**src/rtl/act_pkg.sv**
```systemverilog
// constants, field layout and types for the adc computation and threshold block
package act_pkg;
    // register indices; byte address on apb is four times the index
    localparam logic [13:0] IDX_ERR_THR_CTRL = 14'h1d29;
    localparam logic [13:0] IDX_COMP_STATUS  = 14'h1d2a;
    localparam logic [13:0] IDX_REF_SELECT   = 14'h1d2b;
    localparam logic [13:0] IDX_CLK_DIVIDER  = 14'h1d2d;
    localparam logic [13:0] IDX_MODE_CTRL    = 14'h1d30;
    localparam logic [13:0] IDX_RUN_CTRL     = 14'h1d31;
    localparam logic [13:0] IDX_REPEAT       = 14'h1d32;
    localparam logic [13:0] IDX_UPPER        = 14'h1d33;
    localparam logic [13:0] IDX_LOWER        = 14'h1d34;
    localparam logic [13:0] IDX_SETPOINT     = 14'h1d35;
    localparam logic [13:0] IDX_ERROR        = 14'h1d36;
    localparam logic [13:0] IDX_FILTER       = 14'h1d37;
    localparam logic [13:0] IDX_ACCUM        = 14'h1d38;
    localparam logic [13:0] IDX_COUNT        = 14'h1d39;

    // field positions
    localparam int F_CALC   = 4;
    localparam int F_SOI    = 3;
    localparam int F_TMD    = 0;
    localparam int F_AOV    = 7;
    localparam int F_ABOVE_UPPER_FLAG   = 6;
    localparam int F_BELOW_LOWER_FLAG   = 5;
    localparam int F_COMPUTATION_UPDATED   = 4;
    localparam int F_STAGE  = 0;
    localparam int F_NEG_REFERENCE_SELECT   = 4;
    localparam int F_PREF   = 0;
    localparam int F_MODE   = 0;
    localparam int F_ACCUM_CLEAR_CMD   = 3;
    localparam int F_RSHIFT = 4;
    localparam int F_PREV_SOURCE_SELECT   = 7;
    localparam int F_RUN    = 0;
    localparam int F_CONTINUOUS_ENABLE   = 1;
    localparam int F_DOUBLE_SAMPLE_ENABLE   = 2;
    localparam int F_CSRC   = 3;

    // operating modes
    localparam logic [2:0] MD_BASIC = 3'h0;
    localparam logic [2:0] MD_ACCUM = 3'h1;
    localparam logic [2:0] MD_AVG   = 3'h2;
    localparam logic [2:0] MD_BURST = 3'h3;
    localparam logic [2:0] MD_LPF   = 3'h4;

    // error calculation codes
    localparam logic [2:0] CALC_RES_PREV  = 3'h0;
    localparam logic [2:0] CALC_RES_STPT  = 3'h1;
    localparam logic [2:0] CALC_RES_FILT  = 3'h2;
    localparam logic [2:0] CALC_PREV_FILT = 3'h4;
    localparam logic [2:0] CALC_FILT_STPT = 3'h5;

    // threshold interrupt codes
    localparam logic [2:0] TMD_NEVER   = 3'h0;
    localparam logic [2:0] TMD_BELOW   = 3'h1;
    localparam logic [2:0] TMD_ATLEAST = 3'h2;
    localparam logic [2:0] TMD_INSIDE  = 3'h3;
    localparam logic [2:0] TMD_OUTSIDE = 3'h4;
    localparam logic [2:0] TMD_ATMOST  = 3'h5;
    localparam logic [2:0] TMD_ABOVE   = 3'h6;
    localparam logic [2:0] TMD_ALWAYS  = 3'h7;

    // cycle stage codes; core stage 0 idle, 1 precharge, 2 acquisition, 3 conversion
    localparam logic [2:0] STG_IDLE      = 3'h0;
    localparam logic [2:0] STG_SUSPENDED = 3'h4;
    localparam logic [1:0] CORE_IDLE     = 2'h0;

    localparam logic [31:0] RD_ZERO = 32'h0000_0000;

    typedef enum logic [1:0] {
        SEQ_IDLE,
        SEQ_BUSY,
        SEQ_PAUSED
    } act_seq_e;
endpackage

```
**src/rtl/act_clk_div.sv**
```systemverilog
// conversion clock divider from the system clock
`timescale 1ns/1ps
module act_clk_div
    import act_pkg::*;
(
    input  wire logic       clk,
    input  wire logic       sys_rst,
    input  wire logic       enable,
    input  wire logic [5:0] div_value,
    output logic            conv_clk
);
    typedef struct packed {
        logic [5:0] cnt;
        logic       level;
    } act_div_s;

    act_div_s s_q;
    act_div_s s_d;

    // held low when the rc source is chosen
    always_comb begin
        s_d = s_q;
        if (!enable) begin
            s_d.cnt   = 6'h00;
            s_d.level = 1'b0;
        end else if (s_q.cnt >= div_value) begin
            s_d.cnt   = 6'h00;
            s_d.level = ~s_q.level;
        end else begin
            s_d.cnt = s_q.cnt + 6'h01;
        end
    end

    always_ff @(posedge clk or posedge sys_rst) begin
        if (sys_rst) begin
            s_q <= '0;
        end else begin
            s_q <= s_d;
        end
    end

    assign conv_clk = s_q.level;
endmodule

```
**src/rtl/act_core.sv**
```systemverilog
// computation, threshold and status logic of the adc with apb registers
//
// Register access over APB was left to the implementer.
`timescale 1ns/1ps
module act_core
    import act_pkg::*;
(
    input  wire logic        clk,
    input  wire logic        sys_rst,
    input  wire logic        psel,
    input  wire logic        penable,
    input  wire logic        pwrite,
    input  wire logic [15:0] paddr,
    input  wire logic [31:0] pwdata,
    output logic      [31:0] prdata,
    output logic             pready,
    output logic             pslverr,
    input  wire logic [1:0]  core_stage,
    input  wire logic        conv_done,
    input  wire logic [11:0] conv_data,
    output logic             conv_trigger,
    output logic             conv_clk,
    output logic             conv_clk_sel_rc,
    output logic             neg_ref_sel,
    output logic      [1:0]  pos_ref_sel,
    output logic             threshold_irq_pulse,
    output logic             run_active
);
    typedef struct packed {
        logic [2:0]  op_mode;
        logic [2:0]  rshift;
        logic        accum_clear_cmd;
        logic        prev_source_select;
        logic        run;
        logic        continuous_enable;
        logic        double_sample_enable;
        logic        csrc;
        logic [7:0]  rpt;
        logic [2:0]  calc;
        logic        stop_on_threshold;
        logic [2:0]  tmd;
        logic        accum_overflow_flag;
        logic        above_upper_flag;
        logic        below_lower_flag;
        logic        computation_updated;
        logic        neg_reference_select;
        logic [1:0]  pref;
        logic [5:0]  div;
        logic [15:0] uth;
        logic [15:0] lth;
        logic [15:0] stpt;
        logic [15:0] err;
        logic [15:0] filt;
        logic [15:0] prev;
        logic [11:0] res;
        logic [17:0] acc;
        logic [7:0]  cnt;
        act_seq_e    seq;
        logic        second;
        logic        trig;
        logic        irq;
        logic [31:0] rdata;
    } act_state_s;

    act_state_s s_q;
    act_state_s s_d;

    // word index of an aligned apb address
    function automatic logic [13:0] reg_index(input logic [15:0] addr);
        return addr[15:2];
    endfunction

    // true for any aligned address of an implemented register index
    function automatic logic reg_mapped(input logic [15:0] addr);
        logic [13:0] i;
        i = reg_index(addr);
        return (addr[1:0] == 2'h0) &&
               (i == IDX_ERR_THR_CTRL || i == IDX_COMP_STATUS || i == IDX_REF_SELECT ||
                i == IDX_CLK_DIVIDER  || (i >= IDX_MODE_CTRL && i <= IDX_COUNT));
    endfunction

    logic [2:0] stage;
    logic       wr;
    logic       rd_setup;

    assign wr       = psel && penable && pwrite && reg_mapped(paddr);
    assign rd_setup = psel && !penable && !pwrite;

    // stage from the core and the pair position
    // stage is only as good as core_stage seen on this clock
    // suspended while waiting for the second trigger
    assign stage = (core_stage != CORE_IDLE) ? {s_q.second, core_stage} :
                   (s_q.seq == SEQ_PAUSED)   ? STG_SUSPENDED : STG_IDLE;

    // working values of one completed conversion
    logic [18:0] acc_sum;
    logic [17:0] acc_new;
    logic [17:0] shifted;
    logic [15:0] filt_new;
    logic        acc_ovf;
    logic        filt_ovf;
    logic        avg_ready;
    logic signed [17:0] base;
    logic signed [17:0] err_wide;
    logic        err_valid;
    logic        err_ovf;
    logic        above;
    logic        below;
    logic        hit;
    logic        first_of_pair;

    always_comb begin
        // computation only after the second of a pair
        first_of_pair = s_q.double_sample_enable && !s_q.second;
        avg_ready = 1'b1;
        acc_sum   = {1'b0, s_q.acc};
        unique case (s_q.op_mode)
            MD_ACCUM: acc_sum = {1'b0, s_q.acc} + {7'h00, conv_data};
            // a finished set restarts with this sample
            MD_AVG, MD_BURST: acc_sum = (s_q.cnt >= s_q.rpt) ? {7'h00, conv_data}
                                        : {1'b0, s_q.acc} + {7'h00, conv_data};
            MD_LPF: acc_sum = {1'b0, s_q.acc} - {1'b0, s_q.acc >> s_q.rshift}
                              + {7'h00, conv_data};
            default: acc_sum = {1'b0, s_q.acc};
        endcase
        acc_new  = acc_sum[17:0];
        acc_ovf  = acc_sum[18];
        shifted  = acc_new >> s_q.rshift;
        filt_new = shifted[15:0];
        filt_ovf = (shifted[17:16] != 2'h0);
        if (s_q.op_mode == MD_BASIC || s_q.op_mode > MD_LPF) begin
            filt_new = s_q.filt;
            filt_ovf = 1'b0;
        end
        if (s_q.op_mode == MD_AVG || s_q.op_mode == MD_BURST) begin
            avg_ready = (s_q.cnt >= s_q.rpt) ? (s_q.rpt <= 8'h01) : (s_q.cnt + 8'h01 >= s_q.rpt);
        end
        // double sample takes current minus previous first
        base = $signed({6'h00, conv_data})
               - (s_q.double_sample_enable ? $signed({2'h0, s_q.prev}) : 18'sh0_0000);
        err_valid = 1'b1;
        unique case (s_q.calc)
            CALC_RES_PREV:  err_wide = $signed({6'h00, conv_data}) - $signed({2'h0, s_q.prev});
            CALC_RES_STPT:  err_wide = base - $signed({{2{s_q.stpt[15]}}, s_q.stpt});
            CALC_RES_FILT:  err_wide = base - $signed({2'h0, filt_new});
            CALC_PREV_FILT: err_wide = $signed({2'h0, s_q.prev}) - $signed({2'h0, filt_new});
            CALC_FILT_STPT: err_wide = $signed({2'h0, filt_new})
                                       - $signed({{2{s_q.stpt[15]}}, s_q.stpt});
            default: begin
                err_wide  = $signed({{2{s_q.err[15]}}, s_q.err});
                err_valid = 1'b0;
            end
        endcase
        err_ovf = err_wide[17:15] != {3{err_wide[15]}};
        above = $signed(err_wide[15:0]) > $signed(s_q.uth);
        below = $signed(err_wide[15:0]) < $signed(s_q.lth);
        unique case (s_q.tmd)
            TMD_NEVER:   hit = 1'b0;
            TMD_BELOW:   hit = below;
            TMD_ATLEAST: hit = !below;
            TMD_INSIDE:  hit = !below && !above && ($signed(err_wide[15:0]) != $signed(s_q.lth))
                               && ($signed(err_wide[15:0]) != $signed(s_q.uth));
            TMD_OUTSIDE: hit = below || above;
            TMD_ATMOST:  hit = !above;
            TMD_ABOVE:   hit = above;
            TMD_ALWAYS:  hit = 1'b1;
        endcase
    end

    // next state: register writes, conversion bookkeeping, hardware flags
    always_comb begin
        s_d      = s_q;
        s_d.trig = 1'b0;
        s_d.irq  = 1'b0;
        // clear finishes in one cycle, then the bit drops
        if (s_q.accum_clear_cmd) begin
            s_d.acc  = 18'h0_0000;
            s_d.cnt  = 8'h00;
            s_d.accum_overflow_flag  = 1'b0;
            s_d.accum_clear_cmd = 1'b0;
        end
        // conversion starts: previous value captured
        if (s_q.trig) begin
            s_d.prev = s_q.prev_source_select ? s_q.filt : {4'h0, s_q.res};
            s_d.seq  = SEQ_BUSY;
        end
        // software clears come first, so a hardware set below wins
        if (wr && reg_index(paddr) == IDX_COMP_STATUS) begin
            s_d.accum_overflow_flag  = s_d.accum_overflow_flag && pwdata[F_AOV];
            s_d.computation_updated = s_d.computation_updated && (pwdata[F_COMPUTATION_UPDATED] || stage == STG_SUSPENDED);
        end
        if (conv_done && s_q.run) begin
            s_d.res = conv_data;
            if (first_of_pair) begin
                s_d.second = 1'b1;
                if (s_q.continuous_enable) begin
                    s_d.trig = 1'b1;
                end else begin
                    // pause until software triggers the second sample
                    s_d.run = 1'b0;
                    s_d.seq = SEQ_PAUSED;
                end
            end else begin
                s_d.second = 1'b0;
                s_d.seq    = SEQ_IDLE;
                if (s_q.op_mode != MD_BASIC && s_q.op_mode <= MD_LPF) begin
                    s_d.acc  = acc_new;
                    s_d.cnt  = (s_q.cnt >= s_q.rpt && s_q.op_mode != MD_ACCUM &&
                                s_q.op_mode != MD_LPF) ? 8'h01 : s_q.cnt + 8'h01;
                    s_d.computation_updated = 1'b1;
                    s_d.accum_overflow_flag  = s_d.accum_overflow_flag || acc_ovf || filt_ovf;
                end
                s_d.filt = avg_ready ? filt_new : s_q.filt;
                // one error update per completed pair
                if (avg_ready && err_valid) begin
                    s_d.err  = err_wide[15:0];
                    s_d.above_upper_flag = above;
                    s_d.below_lower_flag = below;
                    s_d.computation_updated = 1'b1;
                    s_d.irq  = hit;
                    s_d.accum_overflow_flag  = s_d.accum_overflow_flag || err_ovf;
                end
                // burst keeps converting until its set is full
                if (s_q.op_mode == MD_BURST && !avg_ready) begin
                    s_d.trig = 1'b1;
                end else if (s_q.continuous_enable) begin
                    // stop on threshold hit, else retrigger
                    if (s_q.stop_on_threshold && avg_ready && err_valid && hit) begin
                        s_d.run = 1'b0;
                    end else begin
                        s_d.trig = 1'b1;
                    end
                end else begin
                    s_d.run = 1'b0;
                end
            end
        end
        // software writes; status clears were taken before the hardware sets
        if (wr) begin
            unique case (reg_index(paddr))
                IDX_ERR_THR_CTRL: begin
                    s_d.calc = pwdata[F_CALC +: 3];
                    s_d.stop_on_threshold  = pwdata[F_SOI];
                    s_d.tmd  = pwdata[F_TMD +: 3];
                end
                IDX_REF_SELECT: begin
                    s_d.neg_reference_select = pwdata[F_NEG_REFERENCE_SELECT];
                    s_d.pref = pwdata[F_PREF +: 2];
                end
                IDX_CLK_DIVIDER: s_d.div = pwdata[5:0];
                IDX_MODE_CTRL: begin
                    s_d.op_mode = pwdata[F_MODE +: 3];
                    s_d.rshift  = pwdata[F_RSHIFT +: 3];
                    s_d.prev_source_select    = pwdata[F_PREV_SOURCE_SELECT];
                    s_d.accum_clear_cmd    = s_q.accum_clear_cmd | pwdata[F_ACCUM_CLEAR_CMD];
                end
                IDX_RUN_CTRL: begin
                    s_d.continuous_enable = pwdata[F_CONTINUOUS_ENABLE];
                    s_d.double_sample_enable = pwdata[F_DOUBLE_SAMPLE_ENABLE];
                    s_d.csrc = pwdata[F_CSRC];
                    if (!pwdata[F_RUN]) begin
                        s_d.run  = 1'b0;
                        s_d.trig = 1'b0;
                    end else if (!s_q.run) begin
                        s_d.run  = 1'b1;
                        s_d.trig = 1'b1;
                    end
                end
                IDX_REPEAT:   s_d.rpt  = pwdata[7:0];
                IDX_UPPER:    s_d.uth  = pwdata[15:0];
                IDX_LOWER:    s_d.lth  = pwdata[15:0];
                IDX_SETPOINT: s_d.stpt = pwdata[15:0];
                default: ;
            endcase
        end
        // read data captured in the setup phase
        if (rd_setup) begin
            s_d.rdata = RD_ZERO;
            unique case (reg_index(paddr))
                IDX_ERR_THR_CTRL: s_d.rdata[7:0] = {1'b0, s_q.calc, s_q.stop_on_threshold, s_q.tmd};
                IDX_COMP_STATUS:  s_d.rdata[7:0] = {s_q.accum_overflow_flag, s_q.above_upper_flag, s_q.below_lower_flag, s_q.computation_updated,
                                                    1'b0, stage};
                IDX_REF_SELECT:   s_d.rdata[7:0] = {3'h0, s_q.neg_reference_select, 2'h0, s_q.pref};
                IDX_CLK_DIVIDER:  s_d.rdata[7:0] = {2'h0, s_q.div};
                IDX_MODE_CTRL:    s_d.rdata[7:0] = {s_q.prev_source_select, s_q.rshift, s_q.accum_clear_cmd, s_q.op_mode};
                IDX_RUN_CTRL:     s_d.rdata[7:0] = {4'h0, s_q.csrc, s_q.double_sample_enable, s_q.continuous_enable, s_q.run};
                IDX_REPEAT:       s_d.rdata[7:0] = s_q.rpt;
                IDX_UPPER:        s_d.rdata[15:0] = s_q.uth;
                IDX_LOWER:        s_d.rdata[15:0] = s_q.lth;
                IDX_SETPOINT:     s_d.rdata[15:0] = s_q.stpt;
                IDX_ERROR:        s_d.rdata[15:0] = s_q.err;
                IDX_FILTER:       s_d.rdata[15:0] = s_q.filt;
                IDX_ACCUM:        s_d.rdata[17:0] = s_q.acc;
                IDX_COUNT:        s_d.rdata[7:0] = s_q.cnt;
                default:          s_d.rdata = RD_ZERO;
            endcase
            if (!reg_mapped(paddr)) begin
                s_d.rdata = RD_ZERO;
            end
        end
    end

    always_ff @(posedge clk or posedge sys_rst) begin
        if (sys_rst) begin
            s_q <= '0;
        end else begin
            s_q <= s_d;
        end
    end

    // divider runs only from the system clock source
    act_clk_div u_div (
        .clk       (clk),
        .sys_rst   (sys_rst),
        .enable    (!s_q.csrc),
        .div_value (s_q.div),
        .conv_clk  (conv_clk)
    );

    // zero wait state slave; unmapped access answers with an error
    assign pready              = 1'b1;
    assign pslverr             = psel && penable && !reg_mapped(paddr);
    assign prdata              = s_q.rdata;
    assign conv_trigger        = s_q.trig;
    assign conv_clk_sel_rc     = s_q.csrc;
    assign neg_ref_sel         = s_q.neg_reference_select;
    assign pos_ref_sel         = s_q.pref;
    assign threshold_irq_pulse = s_q.irq;
    assign run_active          = s_q.run;
endmodule

```
**config.mk**
```make
export PLATFORM = sky130hd
export DESIGN_NAME = act_core
export DESIGN_NICKNAME = d
export VERILOG_FILES = /design/src/rtl/act_pkg.sv /design/src/rtl/act_clk_div.sv /design/src/rtl/act_core.sv
export SDC_FILE = /design/constraint.sdc
export NUM_CORES = 1
export LEC_CHECK = 0
export BUFFER_PORTS_ARGS = -buffer_cell sky130_fd_sc_hd__buf_2
export CORE_MARGIN = 2
export CORE_UTILIZATION = 65
export CTS_CLUSTER_DIAMETER = 150
export DETAILED_ROUTE_END_ITERATION = 10
export PLACE_DENSITY = 0.85
export SYNTH_ARGS = -nofsm -noshare
export SYNTH_HDL_FRONTEND = slang
export SYNTH_HIERARCHICAL = 1
export SYNTH_SLANG_ARGS = --single-unit
```
**constraint.sdc**
```tcl
create_clock -name clk -period 29.9 [get_ports clk]
set_input_delay 1.495 -clock clk [delete_from_list [all_inputs] [get_ports clk]]
set_output_delay 1.495 -clock clk [all_outputs]
set_load 0.03 [all_outputs]
```
Yosys cells after proc, flatten, opt, wreduce, memory -nomap -nowiden
Cells that the tools add are included.
{"block": "word_totals", "output_inout_bits": 42, "regBits": 218, "elab_cells": 221}
{"block": "op_classes", "mux": 61, "add_sub_neg": 11, "n_eq_ne": 36, "order_cmp": 10, "n_bitwise": 3, "reduce_logical": 63, "n_shift": 2}
{"op": "$eq 14x13->1 const B", "count": 14}
{"op": "$pmux 8 s14", "count": 1}
{"op": "$pmux 18 s5", "count": 1}
{"op": "$mux 26", "count": 3}
{"op": "$pmux 19 s3", "count": 1}
{"op": "$mux 16", "count": 3}
{"op": "$pmux 8 s6", "count": 1}
{"op": "$shr 18x3->18", "count": 2}
{"op": "$sub 17x16->18", "count": 2}
{"op": "$sub 12x16->17", "count": 2}
{"op": "$ne 16x16->1", "count": 2}
{"op": "$mux 31", "count": 1}
{"op": "$mux 1", "count": 30}
{"op": "$eq 3x3->1 const B", "count": 8}
{"op": "$logic_and 1x1->1", "count": 24}
{"op": "$mux 21", "count": 1}
{"op": "$mux 4", "count": 5}
{"op": "$add 18x12->19", "count": 1}
{"op": "$add 19x12->19", "count": 1}
{"op": "$mux 19", "count": 1}
{"op": "$sub 18x18->19", "count": 1}
{"op": "$mux 18", "count": 1}
{"op": "$reduce_and 2->1", "count": 9}
{"op": "$sub 17x17->18", "count": 1}
{"op": "35 further kinds", "count": 70}

Depth between registers and ports, before layout
{"block": "logic_depth", "ltp_word": 24, "mapped_depth": 43, "ltp_nobuf": 40}

Hierarchy
The synthesis kept the hierarchy.
{"mod": "act_core", "n_inst": 1, "area_each_um2": 18355.1, "cells_per_inst": 2161}
{"mod": "act_clk_div", "n_inst": 1, "area_each_um2": 460.4, "cells_per_inst": 47}

Worst setup path after synthesis
Ideal clock, no wire load.
{"block": "synth_path", "path_kind": "flip-flop to flip-flop", "start": "reg s_q[206] (netlist bit)", "end": "reg s_q, in the netlist run_active", "path_slack_ns": 20.553, "path_stages_with_launch": 41, "arrival_time_ns": 9.265, "period_less_slack_ns": 9.347, "t_required_ns": 29.818, "setup_ns": 0.082, "cell_sequence": "dfrtp_1 -> clkbuf_1 -> buf_1 -> clkbuf_1 -> clkbuf_1 -> mux4_2 -> nor2_1 -> a21oi_1 -> fa_1 -> inv_1 -> ha_1 -> a211oi_2 -> o21ai_0 -> a2111oi_2 -> or2_1 -> xnor2_1 -> a221oi_1 -> o221ai_1 -> [... 5 more ...] -> a21oi_1 -> a31oi_1 -> a2111o_1 -> a21oi_1 -> xnor2_1 -> nor2_1 -> or3_1 -> o21a_1 -> ha_1 -> nand4_1 -> or2_2 -> o22ai_1 -> nor3_1 -> mux2i_1 -> a211o_1 -> a221oi_1 -> a21oi_1 -> a31oi_1"}
{"item": "start: declaration", "line": "act_core.sv:65", "rtl": "act_state_s s_q;"}
{"item": "start signal: assignment", "line": "act_core.sv:305", "rtl": "s_q <= '0;"}
{"item": "start signal: assignment", "line": "act_core.sv:307", "rtl": "s_q <= s_d;"}

==> metrics.md <==
| Metric | Value |
|---|---|
| Detailed Route Iter0 Violations | 2271 |
| Grt total ovfl | 0 |
| Largest net degree at the start of global routing | 121 |
| VDD IR max | 0.0592 mV |
| Core Rows | 62 |
| Die W | 174 um |
| Pre-antenna DRT Iters | 7 |
| Final hold vios | 0 |
| Detailed-route wire length per cell | 24.8 um |
| RSZ-0062 raised after global routing | false |
| Most frequent cells in the layout | nand2_1, dfrtp_1, ha_1 |
| Synth Register Bits | 204 |
| Number of I/O port buffers | 78 |
| # DRC | 0 |
| GRT Resource Usage Total | 42.6% |
| Die Y | 174 um |
| Avg Inst Size Synth | 8.52 um^2 |
| Setup Skew | 0.0158 ns |
| Worst setup path class | reg -> reg |
| CP bufs+invs | 3 |
| Status | finished clean |
| Crit. End Element | flip-flop |
| Area occupied by multi-input gates | 12500 um^2 |
| Largest stage delay on the critical path | 0.72 ns |
| Placed cell count | 2581 |
| Critical Path AT | 11.83 ns |
| HPWL Detailed | 50600 um |
| Fill cells | 2315 |
| IO Count | 110 |
| Post-synth EDFFs | 0 |
| Yosys warns | 6 |
| Synthesized area | 18800 um^2 |
| Max clock buf depth | 3 |
| Clk Latency, worst-skew pair | 0.54 ns |
| CP Launch Type | flip-flop |
| Worst-path fanout max | 34 |
| # clock sinks | 204 |
| Share of post-route cells with drive strength above 1 | 12.6% |
| Final Cycle Share | 38.1% |
| Post_cts resized | 0 |
| Max-cap violations | 0 |
| Gate Count Post-Synth | 2208 |
| Final Max Tran Viols | 0 |
| Non-Filler Instances | 2626 |
| Root Buffer | clkbuf_16 |
| RD Place Congestion | 1.05 |
| Req. time, crit path | 30.34 ns |
| FFs w/ async S/R, synth | 100% |
| Finish-stage setup viols | 0 |
| First-pass GRT wire length | 99800 um |
| Top achievable clock speed | 0.0878 GHz |
| Actual slew at the worst max-slew pin | 1.26 ns |
| Slew HR | 15.4% |
| Vias per cell | 6.97 |
| Main synth FF type | dfrtp_1 |
| Setup Buffers After CTS | 0 |
| Sequential Area | 5110 um^2 |
| Critical path's top delay family | compound AO/OA/AOI/OAI gates |
| Crit path time final | 11.39 ns |
| Pwr dens | 36.3 nW/um^2 |
| Initial antenna violation count | 3 |
| Post-DRT Antenna Nets | 0 |
| Area growth, synth to finish | 7.18% |
| H-tree Lvls | 1 |
| Clock slew at reported path FFs | 0.06 ns |
| Seq/Total Area, Yosys | 27.1% |
| Vias | 18.3k |
| Num CTS Buffers | 24 |
| Yosys cell types | 90 |
| Initial core utilization | 65.7% |
| Most common cell after layout, fill and taps aside | nand2_1 |
| Leakage Power | 9.11 nW |
| Final Net Count | 2476 |
| Worst path slowest cell | a221oi_1 |
| Die footprint | 30300 um^2 |
| Cts hold-fix bufs | 0 |
| Final wirelength | 65000 um |
| Fin Setup TNS | 0 ns |
| Vias in the first global route | 17.2k |
| CTS tree | done |
| Core Area | 28600 um^2 |
| Min-Delay Path Class | reg -> reg |
==> worst paths after layout <==
check	from	to	slack (ns)	depth (start not counted)
worst max-delay path	s_q[205]	run_active	18.51	37
worst min-delay path	prdata[7]	prdata[7]	0.47	2
worst max register to register	s_q[205]	run_active	18.51	37
worst min register to register	prdata[7]	prdata[7]	0.47	2
max in group asynchronous	sys_rst	s_q[113]	27.14	3
min in group asynchronous	sys_rst	u_div/s_q[6]	0.98	2
==> worst reg2reg max path: cells and delay by family, from the launching register on <==
family / cells / cell delay [ns]
AND/OR/NAND/NOR: 7 / 1.75
flip-flops: 1 / 0.32
AO/OA/AOI/OAI: 20 / 6.10
XOR/XNOR: 2 / 0.25
multiplexers: 1 / 0.44
adder cells (fa/ha/maj): 4 / 1.58
buffers and inverters: 3 / 0.87
==> cell type report <==
| type | instances | share of cell area (%) |
|---|---|---|
| multi-input cells | 1726 | 62.1 |
| flip-flops and latches | 204 | 25.3 |
| inverters | 170 | 3.20 |
| clock buffers | 26 | 3.17 |
| repair buffers | 97 | 2.64 |
| well taps | 384 | 2.38 |
| clock inverters | 18 | 1.16 |
| diodes | 1 | 0.0124 |
==> sequential cells by signal, summed over array words and instances (netlist names) <==
name	flops
threshold_irq_pulse	1
conv_clk_sel_rc	1
u_div/conv_clk	1
u_div/s_q	6
neg_ref_sel	1
conv_trigger	1
s_q	172
run_active	1
prdata	18
pos_ref_sel	2
==> logic make-up after synthesis <==
| logic type | share of synthesized area (%) |
|---|---|
| xor+xnor | 4.00 |
| other cells | 0.0399 |
| mux | 10.2 |
| simple gates | 15.1 |
| compound gates | 23.9 |
| fa+ha+maj | 13.0 |
| flops | 27.1 |
| buf+inv | 6.56 |
==> Yosys cell counts, types with 43 or more instances <==
master | n | share of area, %
a21o_1 | 43 | 1.7
mux2i_1 | 59 | 3.1
dfrtp_1 | 204 | 27
o21a_1 | 47 | 1.9
clkbuf_1 | 70 | 1.4
inv_1 | 166 | 3.3
xnor2_1 | 60 | 2.8
nor2_1 | 132 | 2.6
nand2_1 | 219 | 4.4
o21ai_0 | 156 | 4.1
mux2_2 | 98 | 5.9
nor3_1 | 46 | 1.2
ha_1 | 167 | 11
a21oi_1 | 135 | 3.6
==> routing by layer <==
layer	GRT usage, %	vias up	share of wire (%)
li1	-	8094	-
met1	57.6	8756	39
met2	64.9	1213	43
met3	10.2	240	13
met4	19.2	0	5.4
met5	0	-	0
==> power by group <==
group,switching [W],internal [W]
Sequential,0.0000000000837,0.000276
Clock,0.000127,0.000199
Combinational,0.0000822,0.0000487
Total,0.000209,0.000523
==> per-stage QoR <==
step | utilization [%] | hold WS (ns) | total power (W) | instance area [um^2] | setup slack, ns
global route | 70.4 | 0.507 | 0.000757 | 20200 | 18.00
detailed placement | 67.4 | 0.458 | 0.000407 | 19300 | 18.64
finish | 70.5 | 0.470 | 0.000733 | 20200 | 18.51
global placement | 67.4 | 0.450 | 0.000404 | 19300 | 18.70
floorplan | - | 0.440 | 0.000373 | 18900 | 20.55
CTS | 70.4 | 0.472 | 0.000730 | 20200 | 18.80
No activity file was read; power rests on OpenSTA's default activity.
